==> src/shared/adcir_pkg.sv <==
package adcir_pkg;
  localparam logic [7:0] ADCIR_ADDR_ID = 8'h00;
  localparam logic [7:0] ADCIR_ADDR_STATUS = 8'h01;
  localparam logic [7:0] ADCIR_ADDR_INSEL = 8'h02;
  localparam logic [7:0] ADCIR_STATUS_RST = 8'h80;
  localparam logic [7:0] ADCIR_INSEL_RST = 8'h01;
  localparam int ADCIR_POR_BIT = 7;
  localparam int ADCIR_RDY_BIT = 6;
  localparam logic [3:0] ADCIR_SEL_LAST_AIN = 4'hB;
  localparam logic [3:0] ADCIR_SEL_COMMON = 4'hC;
  localparam logic [1:0] ADCIR_REFMON_OFF = 2'h0;
  localparam logic [1:0] ADCIR_REFMON_L0 = 2'h1;
  localparam int ADCIR_POS_HIGH_BIT = 5;
  localparam int ADCIR_POS_LOW_BIT = 4;
  localparam int ADCIR_NEG_HIGH_BIT = 3;
  localparam int ADCIR_NEG_LOW_BIT = 2;
  localparam int ADCIR_THIRD_BIT = 1;
  localparam int ADCIR_MISS_BIT = 0;
  localparam logic [7:0] ADCIR_RDATA_RST = 8'h00;
  localparam logic [7:0] ADCIR_UNMAPPED_RD = 8'h00;

  typedef struct packed {
    logic pos_high;
    logic pos_low;
    logic neg_high;
    logic neg_low;
    logic ref_third;
    logic ref_missing;
  } adcir_det_t;

  typedef struct packed {
    logic not_ready;
    adcir_det_t det;
  } adcir_live_t;

  typedef struct packed {
    logic [7:0] rdata;
    logic power_on_flag;
    logic [3:0] positive_input_select;
    logic [3:0] negative_input_select;
    logic pos_common;
    logic neg_common;
    adcir_live_t sync_1;
    adcir_live_t sync_2;
    adcir_live_t sync_3;
    adcir_live_t held;
  } adcir_state_t;
endpackage : adcir_pkg

==> src/verilog/adcir_regs.sv <==
module adcir_regs
  import adcir_pkg::*;
#(
  parameter logic [2:0] MODEL_CODE = 3'h0, // Arbitrary neutral value
  parameter logic [4:0] RESERVED_ID = 5'h00
)(
  input wire logic SYS_CLK,
  input wire logic SRST,
  input wire logic WR_EN,
  input wire logic RD_EN,
  input wire logic [7:0] ADDR,
  input wire logic [7:0] WDATA,
  input wire logic NOT_READY,
  input wire adcir_det_t DET,
  input wire logic RAIL_MONITOR_ENABLE,
  input wire logic [1:0] REF_MONITOR_ENABLE,
  output logic [7:0] RDATA,
  output logic [3:0] POSITIVE_INPUT_SELECT,
  output logic [3:0] NEGATIVE_INPUT_SELECT,
  output logic POS_IS_COMMON,
  output logic NEG_IS_COMMON
);
  adcir_state_t s_q;
  adcir_state_t s_d;
  adcir_live_t live;
  logic [7:0] status;
  logic [7:0] ident;
  logic rail_ok;
  logic third_ok;
  logic miss_ok;
  logic id_rd;
  logic st_rd;
  logic sel_rd;
  logic st_wr;
  logic sel_wr;

  ////////////////////////////////////////////////////////////////////////////
  // Input filter: a change counts once the second and third stages agree
  always_comb
  begin
    if (s_q.sync_2 == s_q.sync_3)
      live = s_q.sync_3;
    else
      live = s_q.held;
  end

  ////////////////////////////////////////////////////////////////////////////
  // Address decode
  always_comb
  begin
    id_rd = 1'b0;
    st_rd = 1'b0;
    sel_rd = 1'b0;
    st_wr = 1'b0;
    sel_wr = 1'b0;
    if (ADDR == ADCIR_ADDR_ID)
      id_rd = RD_EN;
    else if (ADDR == ADCIR_ADDR_STATUS)
    begin
      st_rd = RD_EN;
      st_wr = WR_EN;
    end
    else if (ADDR == ADCIR_ADDR_INSEL)
    begin
      sel_rd = RD_EN;
      sel_wr = WR_EN;
    end
  end

  ////////////////////////////////////////////////////////////////////////////
  // Monitor gating and read views
  always_comb
  begin
    rail_ok = RAIL_MONITOR_ENABLE;
    third_ok = (REF_MONITOR_ENABLE != ADCIR_REFMON_OFF) &&
               (REF_MONITOR_ENABLE != ADCIR_REFMON_L0);
    miss_ok = (REF_MONITOR_ENABLE != ADCIR_REFMON_OFF);
    ident = {RESERVED_ID, MODEL_CODE};
    status[ADCIR_POR_BIT] = s_q.power_on_flag;
    status[ADCIR_RDY_BIT] = live.not_ready;
    status[ADCIR_POS_HIGH_BIT] = live.det.pos_high & rail_ok;
    status[ADCIR_POS_LOW_BIT] = live.det.pos_low & rail_ok;
    status[ADCIR_NEG_HIGH_BIT] = live.det.neg_high & rail_ok;
    status[ADCIR_NEG_LOW_BIT] = live.det.neg_low & rail_ok;
    status[ADCIR_THIRD_BIT] = live.det.ref_third & third_ok;
    status[ADCIR_MISS_BIT] = live.det.ref_missing & miss_ok;
  end

  ////////////////////////////////////////////////////////////////////////////
  // Next state
  always_comb
  begin
    s_d = s_q;
    s_d.sync_1.not_ready = NOT_READY;
    s_d.sync_1.det = DET;
    s_d.sync_2 = s_q.sync_1;
    s_d.sync_3 = s_q.sync_2;
    s_d.held = live;
    if (id_rd)
      s_d.rdata = ident;
    else if (st_rd)
      s_d.rdata = status;
    else if (sel_rd)
      s_d.rdata = {s_q.positive_input_select, s_q.negative_input_select};
    else if (RD_EN)
      s_d.rdata = ADCIR_UNMAPPED_RD;
    // Only the power-on flag of status takes write data
    if (st_wr)
    begin
      // Writing zero clears; writing one leaves the flag as it is
      s_d.power_on_flag = s_q.power_on_flag &
                          WDATA[ADCIR_POR_BIT];
    end
    if (sel_wr)
    begin
      s_d.positive_input_select = WDATA[7:4];
      s_d.negative_input_select = WDATA[3:0];
    end
    s_d.pos_common =
      (s_d.positive_input_select == ADCIR_SEL_COMMON);
    s_d.neg_common =
      (s_d.negative_input_select == ADCIR_SEL_COMMON);
  end

  ////////////////////////////////////////////////////////////////////////////
  // Registers
  always_ff @(posedge SYS_CLK)
  begin
    if (SRST)
    begin
      s_q.rdata <= ADCIR_RDATA_RST;
      s_q.power_on_flag <= ADCIR_STATUS_RST[ADCIR_POR_BIT];
      s_q.positive_input_select <= ADCIR_INSEL_RST[7:4];
      s_q.negative_input_select <= ADCIR_INSEL_RST[3:0];
      s_q.pos_common <= 1'b0;
      s_q.neg_common <= 1'b0;
      s_q.sync_1 <= '0;
      s_q.sync_2 <= '0;
      s_q.sync_3 <= '0;
      s_q.held <= '0;
    end
    else
      s_q <= s_d;
  end

  assign RDATA = s_q.rdata;
  assign POSITIVE_INPUT_SELECT = s_q.positive_input_select;
  assign NEGATIVE_INPUT_SELECT = s_q.negative_input_select;
  assign POS_IS_COMMON = s_q.pos_common;
  assign NEG_IS_COMMON = s_q.neg_common;
endmodule : adcir_regs
==> config.mk <==
export PLATFORM = sky130hd
export DESIGN_NAME = adcir_regs
export DESIGN_NICKNAME = d
export VERILOG_FILES = /design/src/shared/adcir_pkg.sv /design/src/verilog/adcir_regs.sv
export SDC_FILE = /design/constraint.sdc
export NUM_CORES = 1
export LEC_CHECK = 0
export ABC_AREA = 1
export BUFFER_PORTS_ARGS = -buffer_cell sky130_fd_sc_hd__buf_2
export CELL_PAD_IN_SITES_DETAIL_PLACEMENT = 2
export CELL_PAD_IN_SITES_GLOBAL_PLACEMENT = 2
export CORE_MARGIN = 4
export CORE_UTILIZATION = 29
export DETAILED_ROUTE_END_ITERATION = 6
export GPL_TIMING_DRIVEN = 0
export HOLD_SLACK_MARGIN = 0.05
export PLACE_DENSITY = 0.87
export SLEW_MARGIN = 30
export SYNTH_ARGS = -nofsm -noshare
export SYNTH_HDL_FRONTEND = slang
export SYNTH_SLANG_ARGS = --single-unit
==> constraint.sdc <==
create_clock -name SYS_CLK -period 1.6 [get_ports SYS_CLK]
set_input_delay 0.32 -clock SYS_CLK [delete_from_list [all_inputs] [get_ports SYS_CLK]]
set_output_delay 0.32 -clock SYS_CLK [all_outputs]
set_load 0.1 [all_outputs]
==> impl_results.md <==
* Outcome: finished clean
* Clock Pin Slew Worst Setup and Hold Paths at ~0.08 ns
* Synth warnings at 0
* Critical R2R Capture: RDATA[5]
* Full die area at 8669 um2
* RSZ-0062 raised after global routing: false
* Vias in the first global route at approximately 2200
* Clk_lat worst skew at 0.30 ns
* CP max FO at 3
* Initial Util at 0.3042
* Routed WL at between 5000 and 6000 um
* Share of layout cells above drive strength 1 at 0.2722
* Finished Layout Cells at roughly 430
* Diode count at 0
* Hold_buf cts at 0
* Netlist cell types at 25
* Worst r2r path cells at 7
* Avg WL per Cell at approximately 14 um
* M1 wire length at 2748 um
* Metal2 WL at between 2000 and 3000 um
* FMAX at 653.0 MHz
* Overall power at between 2 and 2.5 mW
* RD Place Congestion at 0.7167
* Synth cell count leaders: 47 x dfxtp_1, 47 x nand2_1, 46 x inv_1
* Htree depth at 2
* R2R setup slack at around 0.16 ns
* Final setup fails at 0
* First-pass GRT wire length at about 10000 um
* Root buffer cell: clkbuf_8
* Yosys reg bits at 47
* Core Area at between 6000 and 7000 um2
* Crit path DAT at 1.21 ns
* Max cap viols at 0
* PwrDens at a little over 900 nW/um2
* Syn Area/Cell at approximately 7.4 um2
* Post-synth top area cell: dfxtp_1
* Met3 WL post-DR at 147 um
* Worst reg2reg path startpoint: s_q[12]
* DRC Markers at 0
* Startpoint Class: flip-flop
* Final setup TNS at 0 ns
* Fraction of registers with async set/reset at 0
* Post-CTS setup buffer count at 0
* Slew @ Worst Pin at 0.5167 ns
* Sequential cell area fraction in the yosys report at 0.4479
* CTS buffer count at 5
* Worst EP required at about 1.3 ns
* Maximum buffer depth of the clock tree at 2
* Hold Path End: s_d[14]
* IO Count at 48
* Final clock period utilization by the worst path at 0.9572
* Final Util at 0.3687
* Initial antenna violation count at 0
* Die Width at 93.11 um
* Antenna viol nets, final at 0
* Period minus WS final at approximately 1.5 ns
* Worst rel slew slack at 0.6555
* P&R area growth vs syn at 21.20%
* Hold Crit Depth at 3
* Crit end category: output port
* WS Path Type: reg -> out
* Pre-CTS WS at about 0.059 ns
* Number of synthesized flops with an enable pin at 0
* Nets at between 300 and 400
* Yosys top cell area share at 0.4479
* HP Class: in -> reg
* TritonCTS clock tree: built
* Die Y at between 90 and 100 um
* Total number of vias at 1915
* LEAKAGE at approximately 1.2 nW
* Row cnt at 30
* Net Count, Synth at around 320
* Final hold vios at 0
* Largest net degree at the start of global routing at 14
* Mapped Area at approximately 2100 um2
* Max layer used: met4
* Fin Clk Skew at 0.009549 ns
* Hold wc startpoint: DET[0]
* Port bufs at 46
* Clock sinks at between 40 and 50
* Synth Flop Type: dfxtp_1
* Top cells by area, synth: dfxtp_1 45%, nand2_1 8.4%, inv_1 8.2%
* Cells after synthesis at 285
* Worst VDD drop at 0.0003246 V
* Tot GR Track Use at 0.1469
* Cells after DPL at 427
* GRT overflow at 0
* Pre-antenna DRT Iters at 4
* Post-DP HPWL at between 4000 and 5000 um
* Initial DRC count at between 40 and 50
* Worst Slack Setup Final at around 0.07 ns
* Vias/cell at roughly 4.4
* Pins Over Slew Limit at 0
-- critical path: stages (launching register included) --
cell	delay, ns
dfxtp_1	0.39
buf_4	0.12
buf_2	0.41
-- worst max-delay path by stage --
stage,start,slack [ns],depth (start not counted),end
after floorplan,NEG_IS_COMMON,0.37,0,NEG_IS_COMMON
after global placement,ADDR[1],0.11,8,RDATA[2]
after detailed placement,ADDR[1],0.06,8,RDATA[2]
after CTS,POSITIVE_INPUT_SELECT[2],0.01,2,POSITIVE_INPUT_SELECT[2]
after global routing,NEGATIVE_INPUT_SELECT[3],0.01,2,NEGATIVE_INPUT_SELECT[3]
final,NEGATIVE_INPUT_SELECT[1],0.07,2,NEGATIVE_INPUT_SELECT[1]
-- cell usage in the layout, fill, tap and decap left out --
cell / count
nand3_2: 3
and2_1: 1
a31oi_1: 6
clkbuf_1: 3
buf_2: 45
nand3_4: 1
buf_1: 2
inv_2: 3
o21ai_1: 6
nand2_1: 47
buf_4: 16
a21oi_1: 12
xnor2_1: 2
nor2_1: 40
a21oi_2: 1
nor3_2: 1
buf_6: 1
nor2_4: 2
inv_1: 46
nor2_2: 5
nand2_2: 3
o21bai_2: 3
o21ai_0: 9
clkinv_2: 1
dfxtp_1: 47
nand3_1: 21
clkbuf_8: 6
clkbuf_4: 1
o21bai_1: 4
-- report_power, final --
group	switching [mW]	internal, mW	leakage (nW)	total (mW)
clock network	0.374	0.339	0.0470	0.714
registers	0.0214	1.22	0.385	1.24
logic	0.262	0.125	0.808	0.387
-- cell families after synthesis --
family / after synthesis / share of synthesized area
xor gates and xnor gates: 2 / 0.008340
and+or+nand+nor: 124 / 0.2680
DFF: 47 / 0.4479
buffers and inverters: 71 / 0.1590
AOI/OAI and AO/OA: 41 / 0.1167
-- flip-flops by register name (all words and copies together) (netlist names) --
signal	count
NEGATIVE_INPUT_SELECT	4
s_q	15
RDATA	8
s_d	14
POS_IS_COMMON	1
NEG_IS_COMMON	1
POSITIVE_INPUT_SELECT	4
-- per-layer routing --
metal	up-vias	global-route usage
met2	28	0.2573
met4	0	0.04396
met3	6	0.02011
met5	-	0
met1	910	0.1869
li1	971	-
-- final cells by class --
cell class,instances,area [um2]
inverters,49,183.9
well taps,96,120.1
clock buffers,6,82.58
clock inverters,1,5.005
fillers,872,4360
flip-flops and latches,47,940.9
plain buffers,22,150.1
multi-input cells,167,830.8
repair buffers,46,232.7
-- metrics by stage --
stage / hold WS, ns / cell area (um2)
after floorplan: 0.3883 / 2101
after global placement: 0.3922 / 2451
after detailed placement: 0.4027 / 2451
after CTS: 0.2129 / 2539
after global routing: 0.2162 / 2546
final: 0.2225 / 2546
-- repair_timing --
item,4_1_cts,5_1_grt
endpoints found under the setup margin,0,2
hold endpoints to repair,0,0
gates resized for setup,0,2
Power figures use the tool's default switching activity.
